### config.mk
export PLATFORM = sky130hd
export DESIGN_NAME = srs_selector
export DESIGN_NICKNAME = d
export VERILOG_FILES = /design/src/srs_pkg.sv /design/src/srs_selector.sv
export SDC_FILE = /design/constraint.sdc
export NUM_CORES = 1
export LEC_CHECK = 0
export BUFFER_PORTS_ARGS = -buffer_cell sky130_fd_sc_hd__buf_2
export CAP_MARGIN = 40
export CORE_MARGIN = 4
export CORE_UTILIZATION = 35
export CTS_CLUSTER_SIZE = 20
export DETAILED_ROUTE_END_ITERATION = 8
export PLACE_DENSITY = 0.51
export SLEW_MARGIN = 20
export SYNTH_ARGS = -nofsm -noshare
export SYNTH_HDL_FRONTEND = slang
export SYNTH_SLANG_ARGS = --single-unit
### constraint.sdc
create_clock -name clk_i -period 4.56 [get_ports clk_i]
set_input_delay 0.228 -clock clk_i [delete_from_list [all_inputs] [get_ports clk_i]]
set_output_delay 0.228 -clock clk_i [all_outputs]
set_load 0.05 [all_outputs]
### src/srs_pkg.sv
package srs_pkg;
	// candidate sync sources, index order is the fallback scan order
	localparam int NSRC = 5;
	localparam logic [2:0] SRC_ADAT = 3'h0;
	localparam logic [2:0] SRC_AES = 3'h1;
	localparam logic [2:0] SRC_SPDIF = 3'h2;
	localparam logic [2:0] SRC_WCTC = 3'h3;
	localparam logic [2:0] SRC_SYNCIN = 3'h4;
	localparam logic [2:0] SRC_NONE = 3'h7;
	// input status codes
	localparam logic [1:0] ST_NOLOCK = 2'h0;
	localparam logic [1:0] ST_LOCK = 2'h1;
	localparam logic [1:0] ST_SYNC = 2'h2;
	// register byte offsets
	localparam logic [7:0] REG_CTRL = 8'h00;
	localparam logic [7:0] REG_STAT = 8'h04;
	localparam logic [7:0] REG_INST = 8'h08;
	localparam logic [7:0] REG_IRQ = 8'h0c;
	localparam logic [7:0] REG_MASK = 8'h10;
	localparam logic [7:0] REG_RATE0 = 8'h20;
	// ctrl field positions
	localparam int CTL_AUTO = 0;
	localparam int CTL_PREF = 1;
	localparam int CTL_SPDIN = 4;
	localparam int CTL_SPOPT = 6;
	localparam int CTL_WCBASE = 7;
	localparam int CTL_RATE = 8;
	localparam logic [31:0] CTRL_RST = 32'h0000_0000;
	// spdif receiver choices
	localparam logic [1:0] SPIN_OPT = 2'h0;
	localparam logic [1:0] SPIN_COAX = 2'h1;
	localparam logic [1:0] SPIN_INT = 2'h2;
	// sync re-qualification time: consecutive cycles in phase before reporting sync
	localparam int QUAL_US = 10;
	localparam int CLK_MHZ = 20;
	localparam int QUAL_CYC = QUAL_US * CLK_MHZ;
	// top of the base-rate word clock range, same units as the measured rates
	localparam logic [15:0] WC_BASE_MAX = 16'hbb80;
	// status event bits
	localparam int EV_SLAVE = 0;
	localparam int EV_LOST = 1;
	localparam int EV_CHG = 2;
endpackage

### src/srs_selector.sv
`timescale 1ns/1ps
// Summary of operation
// - auto mode follows valid input at current rate
// - lost reference returns at once to internal
// - preferred input used while valid, else scan
// - no valid candidate means internal master
// - exactly five candidate sources considered
// - all inputs received, only one clocks
// - mode bit picks fixed master or auto
// - measured rate per input is readable
// - report source, master/slave and system rate
// - word clock out optionally base-rate divided
// - selector picks spdif receiver source
// - coax always driven, optical when chosen
// - register writes take effect immediately
// - failed flash boots backup image next power-up
module srs_selector (
	input wire logic clk_i,
	input wire logic rst_i,
	input wire logic [7:0] wb_adr_i,
	input wire logic [31:0] wb_dat_i,
	output logic [31:0] wb_dat_o,
	input wire logic wb_we_i,
	input wire logic [3:0] wb_sel_i,
	input wire logic wb_cyc_i,
	input wire logic wb_stb_i,
	output logic wb_ack_o,
	output logic irq_o,
	input wire logic [4:0] src_valid_i,
	input wire logic [4:0] src_inphase_i,
	input wire logic [79:0] src_rate_i,
	input wire logic [4:0] src_clk_en_i,
	input wire logic int_clk_en_i,
	input wire logic [15:0] sys_rate_i,
	input wire logic spdif_opt_i,
	input wire logic spdif_coax_i,
	input wire logic spdif_int_i,
	output logic spdif_rx_o,
	input wire logic spdif_tx_i,
	output logic spdif_coax_o,
	output logic spdif_opt_o,
	input wire logic flash_fail_i,
	input wire logic cold_boot_i,
	output logic boot_backup_o,
	output logic sys_clk_en_o,
	output logic wc_out_o,
	output logic slave_o,
	output logic [2:0] active_src_o
);
	// software control word, applied the cycle it is written
	logic [31:0] ctrl;
	logic [2:0] irq_stat;
	logic [2:0] irq_mask;
	logic [1:0] in_status [5];
	logic [2:0] next_src;
	logic [2:0] cur_src;
	logic [15:0] sys_rate;
	logic wc_div;
	logic fail_seen;
	logic bus_req;
	logic slave_ev;
	logic lost_ev;

	typedef enum logic [1:0] {
		SRS_MASTER = 2'b01,
		SRS_SLAVE = 2'b10
	} srs_state_t;
	srs_state_t state;

	assign bus_req = wb_cyc_i & wb_stb_i & ~wb_ack_o;

	// preferred-source field start, short name for the slices below
	localparam int CTL_P = srs_pkg::CTL_PREF;

	// combinational choice: preferred first, then fixed order
	always_comb begin
		next_src = srs_pkg::SRC_NONE;
		for (int i = srs_pkg::NSRC - 1; i >= 0; i--) begin
			if (src_valid_i[i] && src_rate_i[i*16 +: 16] == sys_rate)
				next_src = 3'(i);
		end
		if (ctrl[CTL_P+2:CTL_P] < 3'h5 && src_valid_i[ctrl[CTL_P+2:CTL_P]] &&
			src_rate_i[ctrl[CTL_P+2:CTL_P]*16 +: 16] == sys_rate) begin
			next_src = ctrl[CTL_P+2:CTL_P];
		end
		if (!ctrl[srs_pkg::CTL_AUTO])
			next_src = srs_pkg::SRC_NONE;
	end

	// selection state machine
	always_ff @(posedge clk_i) begin
		if (rst_i) begin
			state <= SRS_MASTER;
			cur_src <= srs_pkg::SRC_NONE;
		end else begin
			case (state)
				SRS_MASTER: begin
					if (next_src != srs_pkg::SRC_NONE) begin
						state <= SRS_SLAVE;
						cur_src <= next_src;
					end
				end
				SRS_SLAVE: begin
					// lost reference, back to internal at once
					if (next_src == srs_pkg::SRC_NONE) begin
						state <= SRS_MASTER;
						cur_src <= srs_pkg::SRC_NONE;
					end else begin
						cur_src <= next_src;
					end
				end
				default: begin
					state <= SRS_MASTER;
					cur_src <= srs_pkg::SRC_NONE;
				end
			endcase
		end
	end
	assign slave_ev = (state == SRS_MASTER) && (next_src != srs_pkg::SRC_NONE);
	assign lost_ev = (state == SRS_SLAVE) && (next_src == srs_pkg::SRC_NONE);

	// one tick source; swap only on registered select
	// so each output tick comes whole from exactly one enable
	always_comb begin
		if (state == SRS_SLAVE && cur_src < 3'h5)
			sys_clk_en_o = src_clk_en_i[cur_src];
		else
			sys_clk_en_o = int_clk_en_i;
	end

	// system rate: rate of the input being picked, else own setting;
	// following the pick, not the old source, keeps the rate steady across
	// a source swap, so a dead source never drags the rate off and fakes a loss
	always_ff @(posedge clk_i) begin
		if (rst_i)
			sys_rate <= 16'h0000;
		else if (next_src < 3'h5)
			sys_rate <= src_rate_i[next_src*16 +: 16];
		else
			sys_rate <= sys_rate_i;
	end

	// per-input status with re-qualification counter
	genvar g;
	generate
		for (g = 0; g < srs_pkg::NSRC; g++) begin : g_in
			logic [15:0] qcnt;
			always_ff @(posedge clk_i) begin
				if (rst_i) begin
					qcnt <= 16'h0000;
					in_status[g] <= srs_pkg::ST_NOLOCK;
				end else if (!src_valid_i[g]) begin
					qcnt <= 16'h0000;
					in_status[g] <= srs_pkg::ST_NOLOCK;
				end else if (!src_inphase_i[g]) begin
					qcnt <= 16'h0000;
					in_status[g] <= srs_pkg::ST_LOCK;
				end else if (qcnt < 16'(srs_pkg::QUAL_CYC)) begin
					qcnt <= qcnt + 16'h0001;
					in_status[g] <= srs_pkg::ST_LOCK;
				end else begin
					in_status[g] <= srs_pkg::ST_SYNC;
				end
			end
		end
	endgenerate

	// word clock, toggled per tick, halved above base range when the base bit is set
	always_ff @(posedge clk_i) begin
		if (rst_i) begin
			wc_div <= 1'b0;
			wc_out_o <= 1'b0;
		end else if (sys_clk_en_o) begin
			wc_div <= ~wc_div;
			if (!ctrl[srs_pkg::CTL_WCBASE] || sys_rate <= srs_pkg::WC_BASE_MAX)
				wc_out_o <= ~wc_out_o;
			else if (wc_div)
				wc_out_o <= ~wc_out_o;
		end
	end

	always_comb begin
		case (ctrl[srs_pkg::CTL_SPDIN +: 2])
			srs_pkg::SPIN_OPT: spdif_rx_o = spdif_opt_i;
			srs_pkg::SPIN_COAX: spdif_rx_o = spdif_coax_i;
			srs_pkg::SPIN_INT: spdif_rx_o = spdif_int_i;
			default: spdif_rx_o = spdif_coax_i;
		endcase
		spdif_coax_o = spdif_tx_i;
		spdif_opt_o = ctrl[srs_pkg::CTL_SPOPT] & spdif_tx_i;
	end

	// failure remembered, backup used from next cold boot
	// cold boot reloads the image choice; reset clears it back to the main image
	always_ff @(posedge clk_i) begin
		if (rst_i) begin
			fail_seen <= 1'b0;
			boot_backup_o <= 1'b0;
		end else begin
			if (flash_fail_i)
				fail_seen <= 1'b1;
			if (cold_boot_i) begin
				boot_backup_o <= fail_seen | flash_fail_i;
				fail_seen <= flash_fail_i;
			end
		end
	end

	// bus writes and ack; no commit stage
	always_ff @(posedge clk_i) begin
		if (rst_i) begin
			wb_ack_o <= 1'b0;
			ctrl <= srs_pkg::CTRL_RST;
			irq_mask <= 3'h0;
		end else begin
			wb_ack_o <= bus_req;
			if (bus_req && wb_we_i) begin
				if (wb_adr_i == srs_pkg::REG_CTRL) begin
					for (int b = 0; b < 4; b++)
						if (wb_sel_i[b])
							ctrl[b*8 +: 8] <= wb_dat_i[b*8 +: 8];
				end
				if (wb_adr_i == srs_pkg::REG_MASK && wb_sel_i[0])
					irq_mask <= wb_dat_i[2:0];
			end
		end
	end

	// sticky events, set beats write-one-to-clear
	always_ff @(posedge clk_i) begin
		if (rst_i) begin
			irq_stat <= 3'h0;
		end else begin
			for (int e = 0; e < 3; e++) begin
				if ((e == srs_pkg::EV_SLAVE && slave_ev) ||
					(e == srs_pkg::EV_LOST && lost_ev) ||
					(e == srs_pkg::EV_CHG && state == SRS_SLAVE && next_src != cur_src &&
					next_src != srs_pkg::SRC_NONE))
					irq_stat[e] <= 1'b1;
				else if (bus_req && wb_we_i && wb_adr_i == srs_pkg::REG_IRQ && wb_sel_i[0] &&
					wb_dat_i[e])
					irq_stat[e] <= 1'b0;
			end
		end
	end
	assign irq_o = |(irq_stat & irq_mask);

	// read data registered with the ack
	always_ff @(posedge clk_i) begin
		if (rst_i) begin
			wb_dat_o <= 32'h0000_0000;
		end else if (bus_req) begin
			wb_dat_o <= 32'h0000_0000;
			// measured input rates; source and mode
			if (wb_adr_i == srs_pkg::REG_CTRL)
				wb_dat_o <= ctrl;
			else if (wb_adr_i == srs_pkg::REG_STAT)
				wb_dat_o <= {sys_rate, 12'h000, cur_src, state == SRS_SLAVE};
			else if (wb_adr_i == srs_pkg::REG_INST)
				wb_dat_o <= {22'h0, in_status[4], in_status[3], in_status[2], in_status[1],
					in_status[0]};
			else if (wb_adr_i == srs_pkg::REG_IRQ)
				wb_dat_o <= {29'h0, irq_stat};
			else if (wb_adr_i == srs_pkg::REG_MASK)
				wb_dat_o <= {29'h0, irq_mask};
			else if (wb_adr_i >= srs_pkg::REG_RATE0 && wb_adr_i < 8'h34 && wb_adr_i[1:0] == 2'h0)
				wb_dat_o <= {16'h0, src_rate_i[(32'(wb_adr_i - srs_pkg::REG_RATE0) >> 2)*16 +: 16]};
		end
	end

	assign slave_o = (state == SRS_SLAVE);
	assign active_src_o = cur_src;

	// assertions
	property p_back;
		@(posedge clk_i) disable iff (rst_i) lost_ev |=> state == SRS_MASTER && !slave_o;
	endproperty
	a_back: assert property (p_back) else $error("no return to master");
	property p_follow;
		@(posedge clk_i) disable iff (rst_i) slave_ev |=> slave_o && active_src_o == $past(next_src);
	endproperty
	a_follow: assert property (p_follow) else $error("did not follow input");
	property p_none;
		@(posedge clk_i) disable iff (rst_i) src_valid_i == 5'h0 |=> !slave_o;
	endproperty
	a_none: assert property (p_none) else $error("slave with no input");
	property p_manual;
		@(posedge clk_i) disable iff (rst_i) !ctrl[0] |=> !slave_o;
	endproperty
	a_manual: assert property (p_manual) else $error("slave in master mode");
	property p_range;
		@(posedge clk_i) disable iff (rst_i) active_src_o < 3'h5 || active_src_o == 3'h7;
	endproperty
	a_range: assert property (p_range) else $error("bad source index");
	property p_coax;
		@(posedge clk_i) disable iff (rst_i) spdif_coax_o == spdif_tx_i;
	endproperty
	a_coax: assert property (p_coax) else $error("coax not driven");
	property p_nolock;
		@(posedge clk_i) disable iff (rst_i) !src_valid_i[0] |=> in_status[0] == 2'h0;
	endproperty
	a_nolock: assert property (p_nolock) else $error("status not cleared");
	property p_ack;
		@(posedge clk_i) disable iff (rst_i) bus_req |=> wb_ack_o ##1 !wb_ack_o;
	endproperty
	a_ack: assert property (p_ack) else $error("ack timing");
	c_slave: cover property (@(posedge clk_i) slave_ev);
	c_lost: cover property (@(posedge clk_i) lost_ev);
	c_sync: cover property (@(posedge clk_i) in_status[0] == 2'h2);
endmodule

==> results.yml <==
floorplan:
  io_pins: 211
  initial_core_util_pct: 35.62
  dieWidth_um: 187.4
  rows: 65
  die_h_um: 187.4
  die-area_mm2: 0.03513
  coreArea_mm2: 0.03164
final_layout:
  area_delta_synth_final_pct: 19.03
  antenna_cells: 0
  drive_gt1_share_pct: 22.27
  final_cells: 1879
  nets: 1640
  final_util_pct: 42.40
critical_path:
  path_cells: "buf_4 -> mux4_1 -> a221oi_1 -> nand3_1 -> nor4_1 -> nand3_1 -> mux2i_1 -> nand2_1 -> nand3_1 -> and3_1"
  critPathSlowestCell: "mux4_1"
  worstSetupStartpointType: "register"
  regToRegSetupSlack_ps: 290
  cp-end-kind: "register"
  crit_type: "register to register"
  cpMostUsedCell: "nand3_1"
  required_ps: 4890
  crit_arrival_ps: 4600
  critical-path-max-stage-delay_ps: 630
  path_max_fanout: 30
drt:
  firstDrtPassIters: 7
  viasPerCell: 5.621
  route.detailed.drc: 0
  routedWlPerCell_um: 22.73
  drt.antenna.violating_nets: 0
  routed_wl_um: 42720
  routed-via-count: 10561
  drt_iter0_drc: 834
worst_hold_path:
  hp-class: "input port to register"
global_routing:
  grt_max_degree: 58
  antenna_found_initial: 2
  grt_usage_pct: 23.64
  grt_pass1_vias: 10356
  gr-total-overflow: 0
  grt_pass1_wl_um: 64090
timing:
  fmax_ghz: 0.2343
  whs_ps: 25.59
  min_period_over_period_pct: 93.59
  hold_violations: 0
  slew_violations: 0
  finalSetupTns_ps: 0
  rsz0062_at_grt: "false"
  tightestPinTransition_ps: 851.9
  finalCriticalPeriod_ps: 4267
  setup_viol: 0
  worst_slack_ps: 292.5
  skew_ps: 21.16
  relSlewSlack_pct: 43.21
synth:
  async_flop_share_pct: 0
  synth_top_area_share_pct: 31.26
  syn_inst: 1271
  ys_types: 81
  synth_edf_count: 10
  yosys-top-cells-area: "dfxtp_1 (31%), mux2i_1 (8.4%), nor2_1 (6.4%), xor2_1 (4.7%), xnor2_1 (4.1%)"
  yosysSeqAreaShare_pct: 33.93
  syn_area_per_cell_um2: 8.867
  synth-seq-cells: 186
  synth_warnings: 0
  ys.flop_type: "dfxtp_1"
  syn_area_mm2: 0.01127
  yosys.area.top_type: "dfxtp_1"
cts:
  ctsResizeCount: 0
  ctsHtreeMaxLevel: 4
  clock_latency_ps: 450
  tritoncts: "built"
  cts_sinks: 186
  cts.clk_slew.worst_paths_ps: 70
  ctsLongestPathBuffers: 2
  numCtsBuffers: 17
  cts-root-buf: "clkbuf_16"
power_and_ir_drop:
  ir_drop_uv: 255.3
  powerDensity_mw_per_mm2: 293.3
  p_leak_nw: 5.670
run:
  max_cap_violations: 0
run_status:
  status: "finished, final reports clean"
placed_design:
  pre_cts_slack_ps: 429.5
  portBuffers: 210
  dp_hpwl_um: 33320
  place_inst: 1843
  place.gp.congestion: 0.9767
synth_stat cells (21+ instances only):
cell,count
a21oi_1,36
a221oi_1,23
and2_1,44
and3_1,32
clkbuf_1,50
dfxtp_1,176
inv_1,21
mux2i_1,95
nand2_1,42
nand3_1,41
nand4_1,21
nor2_1,193
nor3_1,43
nor4_1,39
xnor2_1,53
xor2_1,61
per-layer routing:
| layer | up-vias | global-route usage [%] | share of wire [%] |
|---|---|---|---|
| met5 | - | 0 | 0.077 |
| met4 | 4 | 8.272 | 3.2 |
| met3 | 73 | 6.252 | 8.2 |
| met2 | 441 | 36.81 | 45 |
| met1 | 5023 | 31.85 | 44 |
| li1 | 5020 | - | - |
kinds of logic (layout without fill, tap and decap cells):
group | Yosys count | in the layout | synth area share, %
and+or+nand+nor | 552 | 552 | 25.76
DFF | 186 | 186 | 33.93
AOI/OAI and AO/OA | 182 | 182 | 12.06
muxes | 128 | 128 | 14.47
xor gates and xnor gates | 114 | 114 | 8.860
buffers and inverters | 100 | 297 | 4.008
adders and majority gates | 8 | 8 | 0.8882
other | 1 | 10 | 0.03328
metrics by stage:
step                      area, µm²  power (mW)
after floorplan               11300       2.097
after global placement        12750       2.385
after detailed placement      12750       2.383
after CTS                     13400       3.962
after global routing          13410       4.073
final                         13410       3.934
path summary, 6_finish.rpt:
path,startpoint,endpoint,cells past startpoint
hold / removal,wb_dat_i[6],ctrl[6],3
setup / recovery,ctrl[2],sys_rate[7],10
setup reg to reg,ctrl[2],sys_rate[7],10
hold reg to reg,g_in[4].qcnt[9],g_in[4].qcnt[9],1
state kept, by name (all words and copies together), names as in the netlist:
signal         cells
irq_stat           3
sys_rate          16
active_src_o       3
wb_ack_o           1
state              2
g_in.qcnt         80
fail_seen          1
wc_div             1
irq_mask           3
wb_dat_o          32
ctrl              32
wc_out_o           1
in_status         10
boot_backup_o      1
cells in the final DEF (no fill, tap or decap), types with 9 or more instances in the layout:
cell type	n
a21oi_1	36
inv_1	21
a221oi_1	23
o21ai_0	19
dfxtp_1	176
xnor2_1	53
a221o_1	9
buf_4	29
a211oi_1	9
nor4_1	39
nand3b_1	10
a21oi_2	11
nor3_1	43
a31oi_1	10
and3_1	32
buf_2	209
edfxtp_1	10
nand3_1	41
conb_1	10
nor2b_1	13
nand2b_1	16
nand4_1	21
a22o_1	13
and2_1	44
mux2i_1	94
nand2_1	42
nor2_1	192
mux4_2	19
xor2_1	61
clkbuf_16	18
timing repair:
action,CTS,global route
setup buffers,0,0
setup endpoints to repair,0,0
hold buffers,3,0
endpoints found under the hold margin,3,0
layout make-up:
class	count	area [µm²]
Clock buffer	21	481.7
Clock inverter	10	140.1
Fill cell	3213	18220
Inverter	21	78.83
Multi-Input combinational cell	994	7043
Sequential cell	186	3824
Tap cell	402	503.0
Timing Repair Buffer	245	1344
critical path, delay by kind of cell (launching register included):
kind	cells	cell delay [ps]
flip-flops	1	570
multiplexers	2	800
buffers and inverters	1	460
AND/OR/NAND/NOR	6	1990
AO/OA/AOI/OAI	1	330
power breakdown:
group	total (mW)	leakage (nW)	internal (mW)	switching (mW)
Sequential	1.71	1.53	1.67	0.0376
Clock	1.57	0.296	0.922	0.651
Combinational	0.651	3.84	0.235	0.416
(Power assumes the default switching activity.)
